--- src/hw/nvm_bank_map.svh ---
/*
 * Register offsets, field positions, reset values and decoded values for the
 * user configuration bank. Assumes inclusion by bare name, after the package.
 */
`ifndef NVM_BANK_MAP_SVH
`define NVM_BANK_MAP_SVH

// ****************************************************************
// Offsets and layout
// ****************************************************************
`define OFS_CONV_A 7'h0A
`define OFS_CONV_B 7'h0B
`define OFS_CONV_C 7'h0C
`define OFS_USER 7'h0D
`define WORD_RST 24'h000000
`define PAYLOAD_MASK 24'h0FFFF0
`define USER_HI 19
`define USER_LO 4
// Converters A and B
`define AB_RATE 19
`define AB_LVL_HI 18
`define AB_LVL_LO 17
`define AB_ON_HI 16
`define AB_ON_LO 14
`define AB_OFF_HI 13
`define AB_OFF_LO 11
`define AB_PK_HI 10
`define AB_PK_LO 8
// Converter C
`define C_BYPASS 19
`define C_LVL_HI 18
`define C_LVL_LO 16
`define C_ON_HI 15
`define C_ON_LO 13
`define C_OFF_HI 12
`define C_OFF_LO 10
`define C_PK_HI 9
`define C_PK_LO 8
// Common low byte
`define F_POLICY 7
`define F_SLOPE_HI 6
`define F_SLOPE_LO 5
`define F_REFRESH 4

// ****************************************************************
// Decoded values: level 10 mV, slope 10 mV/ms, current 100 mA, rates kHz
// ****************************************************************
`define STEP_LAST 3'h7
`define STEP_OFF_CAP 3'h6
`define LVL_OFF 10'h000
`define LVL_0V98 10'h062
`define LVL_1V1 10'h06E
`define LVL_1V2 10'h078
`define LVL_1V25 10'h07D
`define LVL_3V3 10'h14A
`define LVL_5V0 10'h1F4
`define LVL_6V5 10'h28A
`define SS_16V5 11'h672
`define SS_8V25 11'h339
`define SS_3V3 11'h14A
`define SS_1V65 11'h0A5
`define SS_8V7 11'h366
`define SS_4V35 11'h1B3
`define SS_1V75 11'h0AF
`define SS_0V87 11'h057
`define PK_BASE 7'h14
`define PK_STEP 7'h05
`define PK_CAP 3'h6
`define PK_4A0 7'h28
`define PK_5A0 7'h32
`define PK_6A0 7'h3C
`define PK_7A2 7'h48
`define RATE_0M4 12'h190
`define RATE_2M4 12'h960
`define REFR_1K 5'h01
`define REFR_25K 5'h19

`endif

--- src/hw/nvm_bank_pkg.sv ---
/*
 * Types shared by the configuration bank and its decoders.
 * Assumes nothing beyond a SystemVerilog compiler.
 */
package nvm_bank_pkg;
    typedef struct packed {
        logic [2:0] on_step;
        logic [2:0] off_step;
        logic [6:0] peak;
        logic [9:0] level;
        logic [10:0] slope;
        logic [11:0] switch_khz;
        logic [4:0] refresh_khz;
        logic policy;
    } conv_cfg_t;

    typedef struct packed {
        logic uv;
        logic ov;
        logic pgl;
        logic tw;
        logic thermal_shutdown;
    } fault_t;

    typedef struct packed {
        logic uv_irq;
        logic ov_irq;
        logic pgl_irq;
        logic tw_irq;
        logic uv_off;
        logic pgl_off;
    } fault_mask_t;

    typedef struct packed {
        logic go_recovery;
        logic irq;
        logic turn_off;
    } reaction_t;

    typedef struct packed {
        logic [2:0] conv_a;
        logic [2:0] conv_b;
        logic [2:0] conv_c;
    } steps_t;
endpackage

--- src/hw/cfg_decode.sv ---
/*
 * Decodes one stored configuration word into physical settings.
 * Assumes the word holds only payload bits; purely combinational.
 */
`timescale 1ns/1ps
`include "nvm_bank_map.svh"

module cfg_decode #(
    parameter bit IS_C = 1'b0
) (
    input wire logic [23:0] word,
    output nvm_bank_pkg::conv_cfg_t cfg
);
    // ****************************************************************
    // Field decoders: off_step for all three, peak_ab for A and B only
    // ****************************************************************
    function automatic logic [2:0] off_step(input logic [2:0] code);
        off_step = (code >= `STEP_OFF_CAP) ? `STEP_LAST : code + 3'h1;
    endfunction

    function automatic logic [6:0] peak_ab(input logic [2:0] code);
        logic [2:0] c;
        c = (code >= `PK_CAP) ? `PK_CAP : code;
        peak_ab = `PK_BASE + 7'(c * `PK_STEP);
    endfunction

    always_comb begin
        cfg = '0;
        cfg.policy = word[`F_POLICY];
        cfg.refresh_khz = word[`F_REFRESH] ? `REFR_1K : `REFR_25K;
        if (IS_C) begin
            // Turn-on code is already the step number, 0 meaning never
            cfg.on_step = word[`C_ON_HI:`C_ON_LO];
            cfg.off_step = off_step(word[`C_OFF_HI:`C_OFF_LO]);
            // Switching rate of this converter is fixed
            cfg.switch_khz = `RATE_2M4;
            case (word[`C_LVL_HI:`C_LVL_LO])
                3'h1: cfg.level = `LVL_0V98;
                3'h2: cfg.level = `LVL_1V1;
                3'h3: cfg.level = `LVL_1V2;
                3'h4: cfg.level = `LVL_1V25;
                3'h0: cfg.level = `LVL_OFF;
                default: cfg.level = `LVL_3V3;
            endcase
            case (word[`C_PK_HI:`C_PK_LO])
                2'h0: cfg.peak = `PK_4A0;
                2'h1: cfg.peak = `PK_5A0;
                2'h2: cfg.peak = `PK_6A0;
                default: cfg.peak = `PK_7A2;
            endcase
            case (word[`F_SLOPE_HI:`F_SLOPE_LO])
                2'h0: cfg.slope = `SS_8V7;
                2'h1: cfg.slope = `SS_4V35;
                2'h2: cfg.slope = `SS_1V75;
                default: cfg.slope = `SS_0V87;
            endcase
        end else begin
            cfg.on_step = word[`AB_ON_HI:`AB_ON_LO];
            cfg.off_step = off_step(word[`AB_OFF_HI:`AB_OFF_LO]);
            cfg.peak = peak_ab(word[`AB_PK_HI:`AB_PK_LO]);
            cfg.switch_khz = word[`AB_RATE] ? `RATE_0M4 : `RATE_2M4;
            case (word[`AB_LVL_HI:`AB_LVL_LO])
                2'h0: cfg.level = `LVL_3V3;
                2'h1: cfg.level = `LVL_5V0;
                default: cfg.level = `LVL_6V5;
            endcase
            case (word[`F_SLOPE_HI:`F_SLOPE_LO])
                2'h0: cfg.slope = `SS_16V5;
                2'h1: cfg.slope = `SS_8V25;
                2'h2: cfg.slope = `SS_3V3;
                default: cfg.slope = `SS_1V65;
            endcase
        end
    end
endmodule

--- src/hw/fault_policy.sv ---
/*
 * Reaction of one converter to its fault flags under the recovery policy bit.
 * Assumes fault flags are levels sampled by the caller; combinational.
 */
`timescale 1ns/1ps

module fault_policy (
    input wire logic policy,
    input wire nvm_bank_pkg::fault_t fault,
    input wire nvm_bank_pkg::fault_mask_t mask,
    output nvm_bank_pkg::reaction_t react
);
    always_comb begin
        // Thermal warning is a warning only, so it never forces recovery
        react.go_recovery = policy & (fault.uv | fault.ov | fault.pgl | fault.thermal_shutdown);
        // Thermal shutdown cannot be masked from the interrupt
        react.irq = ~policy & ((fault.uv & ~mask.uv_irq) | (fault.ov & ~mask.ov_irq) |
                               (fault.pgl & ~mask.pgl_irq) | (fault.tw & ~mask.tw_irq) |
                               fault.thermal_shutdown);
        react.turn_off = ~policy & ((fault.uv & ~mask.uv_off) | (fault.pgl & ~mask.pgl_off) |
                                    fault.ov | fault.thermal_shutdown);
    end
endmodule

--- src/hw/nvm_config_bank.sv ---
/*
 * User configuration bank: four words, a parallel register port, decoded
 * settings, fault reactions, bypass control and sequence step snapshots.
 * Assumes the serial frame layer sits outside and fills the check field.
 */
`timescale 1ns/1ps
`include "nvm_bank_map.svh"

module nvm_config_bank (
    // Clock and reset
    input wire logic CLK_SYS,
    input wire logic RESETN,
    // Register port
    input wire logic REG_REQ,
    input wire logic REG_WRITE,
    input wire logic [6:0] REG_ADDR,
    input wire logic [23:0] REG_WDATA,
    output logic [23:0] REG_RDATA,
    output logic REG_ACK,
    output logic REG_REFUSED,
    // Programming state
    input wire logic PROG_STATE,
    input wire logic PROG_DONE,
    output logic LOCKED,
    // Sequencer
    input wire logic SEQ_UP_START,
    input wire logic SEQ_DOWN_START,
    output nvm_bank_pkg::steps_t UP_STEPS,
    output nvm_bank_pkg::steps_t DOWN_STEPS,
    // Decoded settings
    output nvm_bank_pkg::conv_cfg_t CONV_A_CFG,
    output nvm_bank_pkg::conv_cfg_t CONV_B_CFG,
    output nvm_bank_pkg::conv_cfg_t CONV_C_CFG,
    output logic [15:0] USER_GENERAL_WORD,
    // Faults
    input wire nvm_bank_pkg::fault_t FAULT_A,
    input wire nvm_bank_pkg::fault_t FAULT_B,
    input wire nvm_bank_pkg::fault_t FAULT_C,
    input wire nvm_bank_pkg::fault_mask_t FAULT_MASK,
    output nvm_bank_pkg::reaction_t REACT_A,
    output nvm_bank_pkg::reaction_t REACT_B,
    output nvm_bank_pkg::reaction_t REACT_C,
    // Battery bypass
    input wire logic VBAT_WANTS_BYPASS,
    output logic BYPASS_ON
);
    // ****************************************************************
    // Reset release
    // ****************************************************************
    logic rst_q1_r;
    logic rst_q2_r;
    logic rst_n;

    always_ff @(posedge CLK_SYS or negedge RESETN) begin
        if (!RESETN) begin
            rst_q1_r <= 1'b0;
            rst_q2_r <= 1'b0;
        end else begin
            rst_q1_r <= 1'b1;
            rst_q2_r <= rst_q1_r;
        end
    end
    assign rst_n = rst_q2_r;

    // ****************************************************************
    // Register file
    // ****************************************************************
    logic [23:0] word_r [4];
    logic [23:0] word_nxt [4];
    logic locked_r;
    logic locked_nxt;
    logic ack_r;
    logic ack_nxt;
    logic refused_r;
    logic refused_nxt;
    logic [23:0] rdata_r;
    logic [23:0] rdata_nxt;
    logic hit;
    logic [1:0] idx;

    function automatic logic [1:0] word_index(input logic [6:0] addr);
        // A literal cannot be part-selected, so subtract at full width and cut
        word_index = 2'(addr - `OFS_CONV_A);
    endfunction

    always_comb begin
        hit = (REG_ADDR >= `OFS_CONV_A) && (REG_ADDR <= `OFS_USER);
        idx = word_index(REG_ADDR);
        word_nxt = word_r;
        // Lock is sticky until reset; completion never reopens emulation
        locked_nxt = locked_r | PROG_DONE;
        ack_nxt = REG_REQ;
        refused_nxt = 1'b0;
        rdata_nxt = 24'h000000;
        if (REG_REQ) begin
            if (!hit) begin
                refused_nxt = REG_WRITE;
            end else if (REG_WRITE) begin
                // Emulation writes only in the first programming state, before lock
                if (PROG_STATE && !locked_r) begin
                    // Reserved top bits and check field are never stored
                    word_nxt[idx] = REG_WDATA & `PAYLOAD_MASK;
                end else begin
                    refused_nxt = 1'b1;
                end
            end else begin
                // Check field reads zero here; the frame layer inserts it
                rdata_nxt = word_r[idx];
            end
        end
    end

    always_ff @(posedge CLK_SYS or negedge rst_n) begin
        if (!rst_n) begin
            for (int i = 0; i < 4; i++) begin
                word_r[i] <= `WORD_RST;
            end
            locked_r <= 1'b0;
            ack_r <= 1'b0;
            refused_r <= 1'b0;
            rdata_r <= 24'h000000;
        end else begin
            word_r <= word_nxt;
            locked_r <= locked_nxt;
            ack_r <= ack_nxt;
            refused_r <= refused_nxt;
            rdata_r <= rdata_nxt;
        end
    end

    assign REG_ACK = ack_r;
    assign REG_REFUSED = refused_r;
    assign REG_RDATA = rdata_r;
    assign LOCKED = locked_r;

    // ****************************************************************
    // Decoders and fault reactions
    // ****************************************************************
    nvm_bank_pkg::conv_cfg_t dec_a;
    nvm_bank_pkg::conv_cfg_t dec_b;
    nvm_bank_pkg::conv_cfg_t dec_c;
    nvm_bank_pkg::reaction_t re_a;
    nvm_bank_pkg::reaction_t re_b;
    nvm_bank_pkg::reaction_t re_c;

    cfg_decode #(.IS_C(1'b0)) u_dec_a (
        .word(word_r[0]),
        .cfg(dec_a)
    );
    cfg_decode #(.IS_C(1'b0)) u_dec_b (
        .word(word_r[1]),
        .cfg(dec_b)
    );
    cfg_decode #(.IS_C(1'b1)) u_dec_c (
        .word(word_r[2]),
        .cfg(dec_c)
    );

    fault_policy u_pol_a (
        .policy(dec_a.policy),
        .fault(FAULT_A),
        .mask(FAULT_MASK),
        .react(re_a)
    );
    fault_policy u_pol_b (
        .policy(dec_b.policy),
        .fault(FAULT_B),
        .mask(FAULT_MASK),
        .react(re_b)
    );
    fault_policy u_pol_c (
        .policy(dec_c.policy),
        .fault(FAULT_C),
        .mask(FAULT_MASK),
        .react(re_c)
    );

    // ****************************************************************
    // Registered outputs
    // ****************************************************************
    nvm_bank_pkg::conv_cfg_t cfg_a_r;
    nvm_bank_pkg::conv_cfg_t cfg_b_r;
    nvm_bank_pkg::conv_cfg_t cfg_c_r;
    nvm_bank_pkg::reaction_t react_a_r;
    nvm_bank_pkg::reaction_t react_b_r;
    nvm_bank_pkg::reaction_t react_c_r;
    logic [15:0] user_r;
    logic bypass_r;
    logic bypass_nxt;

    always_comb begin
        // Disable wins over the battery sense request
        bypass_nxt = ~word_r[2][`C_BYPASS] & VBAT_WANTS_BYPASS;
    end

    always_ff @(posedge CLK_SYS or negedge rst_n) begin
        if (!rst_n) begin
            cfg_a_r <= '0;
            cfg_b_r <= '0;
            cfg_c_r <= '0;
            react_a_r <= '0;
            react_b_r <= '0;
            react_c_r <= '0;
            user_r <= 16'h0000;
            bypass_r <= 1'b0;
        end else begin
            cfg_a_r <= dec_a;
            cfg_b_r <= dec_b;
            cfg_c_r <= dec_c;
            react_a_r <= re_a;
            react_b_r <= re_b;
            react_c_r <= re_c;
            user_r <= word_r[3][`USER_HI:`USER_LO];
            bypass_r <= bypass_nxt;
        end
    end

    assign CONV_A_CFG = cfg_a_r;
    assign CONV_B_CFG = cfg_b_r;
    assign CONV_C_CFG = cfg_c_r;
    assign REACT_A = react_a_r;
    assign REACT_B = react_b_r;
    assign REACT_C = react_c_r;
    assign USER_GENERAL_WORD = user_r;
    assign BYPASS_ON = bypass_r;

    // ****************************************************************
    // Sequence step snapshots
    // ****************************************************************
    // Held copies keep a running sequence stable if software rewrites a word
    nvm_bank_pkg::steps_t up_r;
    nvm_bank_pkg::steps_t up_nxt;
    nvm_bank_pkg::steps_t down_r;
    nvm_bank_pkg::steps_t down_nxt;

    always_comb begin
        up_nxt = up_r;
        down_nxt = down_r;
        if (SEQ_UP_START) begin
            up_nxt.conv_a = dec_a.on_step;
            up_nxt.conv_b = dec_b.on_step;
            up_nxt.conv_c = dec_c.on_step;
        end
        if (SEQ_DOWN_START) begin
            down_nxt.conv_a = dec_a.off_step;
            down_nxt.conv_b = dec_b.off_step;
            down_nxt.conv_c = dec_c.off_step;
        end
    end

    always_ff @(posedge CLK_SYS or negedge rst_n) begin
        if (!rst_n) begin
            up_r <= '0;
            down_r <= '0;
        end else begin
            up_r <= up_nxt;
            down_r <= down_nxt;
        end
    end

    assign UP_STEPS = up_r;
    assign DOWN_STEPS = down_r;
endmodule

--- config.mk ---
export PLATFORM = sky130hd
export DESIGN_NAME = nvm_config_bank
export DESIGN_NICKNAME = d
export VERILOG_FILES = /design/src/hw/nvm_bank_pkg.sv /design/src/hw/cfg_decode.sv /design/src/hw/fault_policy.sv /design/src/hw/nvm_config_bank.sv
export VERILOG_INCLUDE_DIRS = /design/src /design/src/hw
export SDC_FILE = /design/constraint.sdc
export NUM_CORES = 1
export LEC_CHECK = 0
export BUFFER_PORTS_ARGS = -buffer_cell sky130_fd_sc_hd__buf_2
export CAP_MARGIN = 20
export CORE_MARGIN = 10
export CORE_UTILIZATION = 37
export DETAILED_ROUTE_END_ITERATION = 16
export PLACE_DENSITY = 0.67
export SLEW_MARGIN = 15
export SYNTH_ARGS = -nofsm -noshare
export SYNTH_HDL_FRONTEND = slang
export SYNTH_SLANG_ARGS = --single-unit
--- constraint.sdc ---
create_clock -name CLK_SYS -period 10.4 [get_ports CLK_SYS]
set_input_delay 1.04 -clock CLK_SYS [delete_from_list [all_inputs] [get_ports CLK_SYS]]
set_output_delay 1.04 -clock CLK_SYS [all_outputs]
set_load 0.01 [all_outputs]
* After elaboration in Yosys (flattened, before gate mapping)
Cells that the tools add are included.
** Word-level totals
- Flip-flop bits (word level) :: 314
- Input bits :: 61
- Output and inout port bits :: 227
- Word-level logic and storage cells :: 194
** Operators by class
- $add $sub $neg :: 6
- Multipliers :: 2
- Order comparisons :: 9
- Eq/ne operators :: 14
- Muxes and demuxes :: 30
- Bitwise logic cells :: 70
- Reductions and logical operators :: 12
** Operator list (count)
- 24-bit 2-to-1 mux :: 6
- 96-bit bitwise mux :: 1
- 11-bit case mux with 3 select lines :: 2
- 24-bit binary-select mux with 2-bit select :: 1
- 24-bit demux with 2-bit select :: 1
- 9-bit case mux with 5 select lines :: 1
- 10-bit case mux with 2 select lines :: 2
- 1-bit OR :: 31
- 10-bit case mux with 3 select lines :: 1
- 1-bit AND :: 28
- 12-bit 2-to-1 mux :: 2
- 7-bit case mux with 3 select lines :: 1
- 3-bit >= comparator (second input constant) :: 6
- 3-bit 2-to-1 mux :: 5
- 5-bit 2-to-1 mux :: 3
- 5-bit by 6-bit adder with 7-bit output (first input constant) :: 2
- 2-bit by 1-bit == test with 1-bit output (second input constant) :: 6
- 2-bit logical NOT :: 6
- 3-bit by 3-bit multiplier with 6-bit output (second input constant) :: 2
- 1-bit NOT :: 10
- 3-bit by 1-bit adder with 3-bit output (second input constant) :: 3
- 2-bit == test (second input constant) :: 4
- 7-bit by 4-bit >= comparator with 1-bit output (second input constant) :: 1
- 7-bit by 4-bit less-or-equal comparator with 1-bit output (second input constant) :: 1
- other kinds (11) :: 17

* Logic depth before layout (Yosys ltp)
Gate-level depths: netlist of the first run.
- Word-level depth :: 8
- Mapped depth :: 6
- Mapped depth without buffers :: 6

* Hierarchy
Synthesis of the first run repeated with hierarchy kept, for this count alone.
** Second synthesis, totals
- Cells, all modules :: 696
- Area, all modules :: 10605.2 µm²
** By module, submodules not included
- nvm_config_bank :: times used 1, cells each 437, area an instance 8817.2 µm², sequential area each 7131.8 µm²
- cfg_decode at u_dec_a ... :: times used 2, cells each 75, area an instance 525.5 µm², sequential area each 0.0 µm²
- cfg_decode at u_dec_c :: times used 1, cells each 73, area an instance 530.5 µm², sequential area each 0.0 µm²
- fault_policy :: times used 3, cells each 12, area an instance 68.8 µm², sequential area each 0.0 µm²

* Least setup slack after synthesis of the first run
OpenSTA, ideal clock, no wires.
- Kind :: input to register
- From :: in REG_ADDR[0]
- To :: reg rdata_r[11], in the netlist REG_RDATA[11]
- Library setup time :: 132 ps
- Data arrival time :: 2231 ps
- Required time :: 10268 ps
- Path slack :: 8037 ps
- Stages :: 4
- Buffers on the path :: 2
- Cells stage by stage :: buf_2 buf_2 mux4_2 nor2b_1
** On the way
- Word-level cells in the longest chain between the ends :: 8
- Elaborated cells between the ends (all ways) :: 11
- Those cells by class :: add/sub (1); order compare (2); mux (6); bitwise (1); reduce/logical (1)
** RTL lines
- start: declaration :: RTL line nvm_config_bank.sv:16 : input wire logic [6:0] REG_ADDR,
- 2-bit subtractor (no line)
- 2-bit NOT with 3-bit output (implied by the code) :: RTL line nvm_config_bank.sv:108 : rdata_nxt = word_r[idx];
- 24-bit binary-select mux with 2-bit select :: RTL line nvm_config_bank.sv:108
- 24-bit 2-to-1 mux (implied by the code) (2 in a row) :: RTL line nvm_config_bank.sv:108
- 24-bit 2-to-1 mux :: RTL line nvm_config_bank.sv:98 : end else if (REG_WRITE) begin
- 24-bit 2-to-1 mux (*) :: RTL line nvm_config_bank.sv:96 : if (!hit) begin
- 24-bit 2-to-1 mux (*) :: RTL line nvm_config_bank.sv:95 : if (REG_REQ) begin
- via rdata_nxt[11] :: RTL line nvm_config_bank.sv:77 : logic [23:0] rdata_nxt;
- end signal: assignment :: RTL line nvm_config_bank.sv:127 : rdata_r <= rdata_nxt;
- end: declaration :: RTL line nvm_config_bank.sv:76 : logic [23:0] rdata_r;
Mark *: on every way through the listed nets, which the timed path passes. The rest lies on a longest branch. The select of a mux whose other input is x is not followed.
A chain may end at the register's enable or synchronous reset.

* Final worst setup path of the first run
- From :: in REG_ADDR[1]
- To :: reg word_r[65] (netlist name)
** On the way
- Word-level cells in the longest chain between the ends :: 7
- Elaborated cells between the ends (all ways) :: 12
- Those cells by class :: add/sub (1); order compare (4); mux (3); bitwise (1); reduce/logical (3)
** RTL lines
- 2-bit subtractor (no line)
- 2-bit NOT with 3-bit output
- 3-bit >= comparator / 3-bit by 1-bit less-than comparator with 1-bit output (equally long branches)
- 1-bit logical AND (no line)
- 24-bit 2-to-1 mux (no line)
- 24-bit demux with 2-bit select (no line)
- 96-bit bitwise mux (no line)
- end signal: indexed assignment :: RTL line nvm_config_bank.sv:116 : word_r[i] <= `WORD_RST;
- end signal: assignment :: RTL line nvm_config_bank.sv:123 : word_r <= word_nxt;
- end: declaration :: RTL line nvm_config_bank.sv:68 : logic [23:0] word_r [4];
Several ways; a longest one is shown, not always the timed one.

==> results.json, run 1 <==
{
  "status": "finished, final reports clean",
  "crit_path_end_kind": "flop",
  "viasPerCell": 4.52,
  "vias": 5138,
  "p_per_area_nw_per_um2": 162,
  "ys_types": 33,
  "hold_class": "in2async",
  "place_hpwl_mm": 14.7,
  "slew_headroom": 0.382,
  "required_ns": 10.78,
  "grt_max_degree": 77,
  "ios": 288,
  "clockBufferDepth": 3,
  "max_freq_mhz": 343,
  "worstSetupStartpointType": "input port",
  "ys_ff_latch": 219,
  "syn_to_final_growth_pct": 21.1,
  "dieArea_um2": 30000,
  "grt_pass1_vias": 5382,
  "drc": 0,
  "ff2ff_setup_slack_ns": 8.21,
  "htree_levels": 1,
  "rows": 55,
  "fin_skew_ns": 0.00745,
  "setup_viol": 0,
  "rsz0062_at_grt": "false",
  "drive_gt1_frac": 0.464,
  "hold_viol_final": 0,
  "die_h_um": 173,
  "core_area_um2": 22800,
  "antenna_found_initial": 0,
  "crit_arrival_ns": 3.29,
  "cts_tree": "done",
  "clock_latency_ns": 0.50,
  "grtUsageTotal": 0.132,
  "grt_pass1_wl_mm": 32.0,
  "reg2reg_from": "LOCKED",
  "ctsHoldBuffers": 0,
  "final-max-slew-violation-count": 0,
  "num_antenna_cells": 0,
  "die_w_um": 173,
  "synth.avg_cell_area_um2": 14.6,
  "netlist_instances": 595,
  "numPortBuffers": 239,
  "worst-setup-path-type": "in2reg",
  "clock-root-buffer": "clkbuf_16",
  "clk_pin_slew_worst_paths_ns": 0.06,
  "synth_area_um2": 8680,
  "nets": 902,
  "timing.final.crit_period_ns": 2.91,
  "period_share": 0.280,
  "n_fill_cell": 2088,
  "yosysWarnings": 0,
  "worst_pin_slew_ns": 0.927,
  "worst-path-max-fanout": 21,
  "cts.sinks": 219,
  "ctsResizeCount": 0,
  "gp_congestion": 0.899,
  "post_cts.repair.setup_buffers": 0,
  "wl_per_cell_um": 18.0,
  "totalNegativeSetupSlack_ns": 0,
  "ys_seq_area_frac": 0.631,
  "fin_hold_ws_ns": 0.320,
  "ff2ff_path_depth": 3,
  "cts_made_buffers": 23,
  "start_util": 0.380,
  "total_leakage_power_nw": 5.62,
  "grt_remaining_overflow": 0,
  "wl_mm": 20.4,
  "ir_drop_uv": 132,
  "drt_iter0_drc": 321,
  "cap_violations": 0,
  "cp-startpoint": "REG_ADDR[1]",
  "ant_nets": 0,
  "r2r-end": "word_r[65]",
  "firstDrtPassIters": 4
}
-- report_power, final --
part	internal, mW	switching (mW)	leakage [nW]
combinational	0.0181	0.0412	2.43
sequential	0.856	0.00653	2.84
clock	0.467	0.316	0.351
total	1.34	0.363	5.62
-- flip-flops by register name (all words and copies together) (netlist names), 3 cells and up --
register,count
CONV_A_CFG,29
CONV_B_CFG,29
CONV_C_CFG,32
DOWN_STEPS,9
REACT_A,3
REACT_B,3
REACT_C,3
REG_RDATA,16
UP_STEPS,9
USER_GENERAL_WORD,16
word_r,64
-- metrics by stage --
stage	setup WS (ns)	instance area [um^2]	cells	utilization	total power, mW
floorplan	3.85	8830	635	-	0.922
global placement	6.95	9790	1098	0.429	0.937
detailed placement	6.96	9790	1098	0.429	0.938
CTS	7.49	10500	1137	0.460	1.73
global route	7.38	10500	1137	0.460	1.77
finish	7.49	10500	1137	0.460	1.70
-- cells by family (layout without fill, tap and decap cells) --
family,after synthesis,in the layout,share of synthesized area
fa+ha+maj,31,31,0.0464
other cells,2,42,0.000865
simple gates,89,89,0.0610
flops,219,219,0.631
buf+inv,128,317,0.0908
mux,95,95,0.144
compound gates,25,25,0.0190
xor+xnor,6,6,0.00692
-- cell usage in the layout, fill, tap and decap left out, drive strengths merged, types with 2 or more instances in the layout --
cell type	count
inv	36
conb	42
nand2	9
nand4b	2
or2	7
nor2	21
and2	4
clkinv	2
o41a	3
fa	2
nand2b	6
mux4	16
nand4	4
a31oi	3
nor3	3
a21oi	15
xor2	5
dfrtp	219
mux2	79
clkbuf	36
a222oi	3
nor2b	29
buf	242
ha	29
-- layout make-up --
class / count / area [um^2] / area share
Tap cell: 313 / 392 / 0.0373
Clock buffer: 36 / 674 / 0.0642
Clock inverter: 3 / 43.8 / 0.00417
Timing Repair Buffer: 242 / 1220 / 0.116
Sequential cell: 219 / 5480 / 0.522
Inverter: 36 / 135 / 0.0129
Multi-Input combinational cell: 288 / 2560 / 0.244
-- layer usage --
metal  track usage  vias to the layer above  share of wire
li1              -                     2288              -
met1         0.157                     2595           0.39
met2         0.212                      221           0.47
met3        0.0606                       34           0.11
met4        0.0374                        0          0.021
met5             0                        -              0
-- Yosys cell counts --
cell type	n	area (um^2)
nor4b_4	1	23.8
o41a_1	3	33.8
buf_4	75	563
buf_2	3	15.0
xor2_2	1	16.3
xor2_1	4	35.0
a222oi_1	3	30.0
inv_1	36	135
ha_1	29	363
conb_1	2	7.51
xnor2_1	1	8.76
nor2b_1	29	181
nand2b_1	6	37.5
nor2_1	21	78.8
a21o_1	1	7.51
a21oi_1	15	75.1
nand2_1	9	33.8
and4b_1	1	10.0
mux4_2	16	360
buf_1	1	3.75
clkbuf_1	10	37.5
nand4b_1	2	17.5
dfrtp_1	219	5480
and2_1	4	25.0
nand4_2	4	50.1
a31oi_1	3	18.8
and3_1	1	6.26
or3_1	1	6.26
fa_1	2	40.0
buf_6	3	33.8
nor3_1	3	15.0
or2_2	7	43.8
mux2_2	79	890
-- worst max-delay path by stage --
stage                       endpoint  slack, ns  cells after the start
after floorplan            BYPASS_ON       3.85                      0
after global routing      word_r[58]       7.38                      4
after CTS                 word_r[33]       7.49                      4
final                     word_r[65]       7.49                      4
after global placement    word_r[28]       6.95                      4
after detailed placement  word_r[33]       6.96                      4
-- critical path, stage by stage --
cell and delay [ns]:
buf_2 0.54, xor2_2 0.36, nand4_2 0.78, mux2_2 0.56
Power figures use the tool's default switching activity.
==> run 2, diff against run 1 <==
Clock period 10.4 ns to 2.7 ns, I/O delays scaled along.
==> run 2 against run 1 <==
Net effect:
- clock power rose to 3.9 times the previous value
- routed wire length grew 2.1%
- clock-buffer cell count is 1 higher
- clock skew rose by 0.0083 ns
- die area is the same
- final cell count grew 1.2%
- first-iteration DRC count fell by 14%
- setup slack got worse by 6.5 ns
- combinational power rose to 4.2 times the previous value
- core utilization is 0.68 points higher
- via count down 0.62%
==> results.json, run 2 (synthesis results as in run 1) <==
{
  "status": "finished, final reports clean",
  "regMostFlops": "word_r",
  "final-max-slew-violation-count": 0,
  "antenna_found_initial": 1,
  "reg2reg_from": "word_r[82]",
  "fin_skew_ns": 0.0158,
  "crit_path_end_kind": "flop",
  "drc": 0,
  "ctsResizeCount": 0,
  "ir_drop_uv": 520,
  "largest_reg_flops": 64,
  "total_leakage_power_nw": 5.70,
  "path_cells": "dlygate4sd3_1 > buf_2 > and4b_1 > nand4_2 > buf_4 > mux2_2",
  "clockBufferDepth": 3,
  "dieArea_um2": 30000,
  "endpoint": "word_r[38]",
  "place_hpwl_mm": 15.2,
  "start_util": 0.380,
  "syn_to_final_growth_pct": 22.9,
  "worstSetupStartpointType": "input port",
  "worst-path-max-fanout": 16,
  "vias": 5106,
  "drt_iter0_drc": 275,
  "grt_max_degree": 76,
  "finalPower_mw": 6.64,
  "gp_congestion": 0.830,
  "hold_class": "in2reg",
  "cts_tree": "done",
  "worst_pin_slew_ns": 0.514,
  "ant_nets": 0,
  "wl_mm": 20.9,
  "place_area_um2": 9880,
  "hold_path.startpoint": "VBAT_WANTS_BYPASS",
  "p_per_area_nw_per_um2": 622,
  "cts_made_buffers": 23,
  "finalInstanceArea_um2": 10700,
  "ff2ff_path_depth": 5,
  "nets": 915,
  "clk_pin_slew_worst_paths_ns": 0.06,
  "wl_per_cell_um": 18.1,
  "numPortBuffers": 239,
  "n_fill_cell": 2080,
  "hold_viol_final": 0,
  "drive_gt1_frac": 0.468,
  "slowest_stage": "dlygate4sd3_1",
  "cpPeakStageDelay_ns": 0.53,
  "htree_levels": 1,
  "core_area_um2": 22800,
  "die_h_um": 173,
  "num_antenna_cells": 0,
  "totalNegativeSetupSlack_ns": 0,
  "rsz0062_at_grt": "false",
  "rows": 55,
  "r2r-end": "CONV_A_CFG[44]",
  "layout.cells.most_common_list": "buf_2 (239), dfrtp_1 (218), mux2_2 (79)",
  "crit_arrival_ns": 2.06,
  "grt_pass1_vias": 5486,
  "slew_headroom": 0.657,
  "grtUsageTotal": 0.136,
  "required_ns": 3.08,
  "cp-startpoint": "REG_REQ",
  "ff2ff_setup_slack_ns": 1.03,
  "worst-setup-path-type": "in2reg",
  "die_w_um": 173,
  "setup_viol": 0,
  "clock_latency_ns": 0.50,
  "viasPerCell": 4.44,
  "max_freq_mhz": 595,
  "timing.final.crit_period_ns": 1.68,
  "cts.sinks": 219,
  "grt_remaining_overflow": 0,
  "firstDrtPassIters": 4,
  "layout_commonest_cell": "buf_2",
  "period_share": 0.623,
  "ios": 288,
  "grt_pass1_wl_mm": 32.9,
  "cap_violations": 0,
  "clock-root-buffer": "clkbuf_16"
}
## run 2: cell count changes in the layout (fill, tap and decap cells not counted)
cell,before,now
buf_12,0,2
buf_4,3,9
clkbuf_1,8,7
clkbuf_8,5,7
clkinv_2,1,2
clkinv_4,1,0
dlygate4sd3_1,0,5
## run 2: per-layer routing
layer	GRT usage	wire length, um
met4	0.0280	296
met3	0.0603	2200
met5	0	13
met2	0.225	9990
met1	0.159	8350
## run 2: cell type report
| cell class | instances | area (um^2) | share of cell area |
|---|---|---|---|
| multi-input cells | 288 | 2560 | 0.240 |
| flip-flops and latches | 219 | 5480 | 0.514 |
| repair buffers | 255 | 1350 | 0.127 |
| clock inverters | 3 | 40.0 | 0.00375 |
| clock buffers | 37 | 698 | 0.0654 |
| inverters | 36 | 135 | 0.0127 |
| well taps | 313 | 392 | 0.0367 |
## run 2: worst max-delay path: cells and delay by family
kind                   cells  cell delay (ns)
buffers and inverters      3             1.00
muxes                      1             0.39
and+or+nand+nor            2             0.40
## run 2: what timing repair did
action	4_1_cts	5_1_grt
hold endpoints to repair	6	0
hold buffers	5	0
setup buffers	0	0
## run 2: through the flow
stage | util | hold slack (ns) | worst slack, ns | instances
after global placement | 0.432 | 0.0572 | 0.898 | 1106
after floorplan | - | -0.0256 | 0.479 | 635
after CTS | 0.467 | 0.00892 | 1.01 | 1151
after global routing | 0.467 | 0.0162 | 0.843 | 1151
after detailed placement | 0.432 | 0.0598 | 0.854 | 1106
final | 0.467 | 0.0270 | 1.02 | 1151
## run 2: power breakdown
group	switching [mW]	internal, mW	leakage, nW
clock network	1.22	1.85	0.364
registers	0.0167	3.30	2.84
logic	0.168	0.0821	2.50
total	1.41	5.23	5.70
## run 2: worst min path at each step
stage           endpoint  slack, ns  cells after the start
3_5_place_dp    rst_q1_r       0.06                      1
2_1_floorplan   rst_q1_r      -0.03                      0
3_3_place_gp    rst_q1_r       0.06                      1
4_1_cts        BYPASS_ON      0.009                      2
5_1_grt        BYPASS_ON       0.02                      2
6_report       BYPASS_ON       0.03                      2
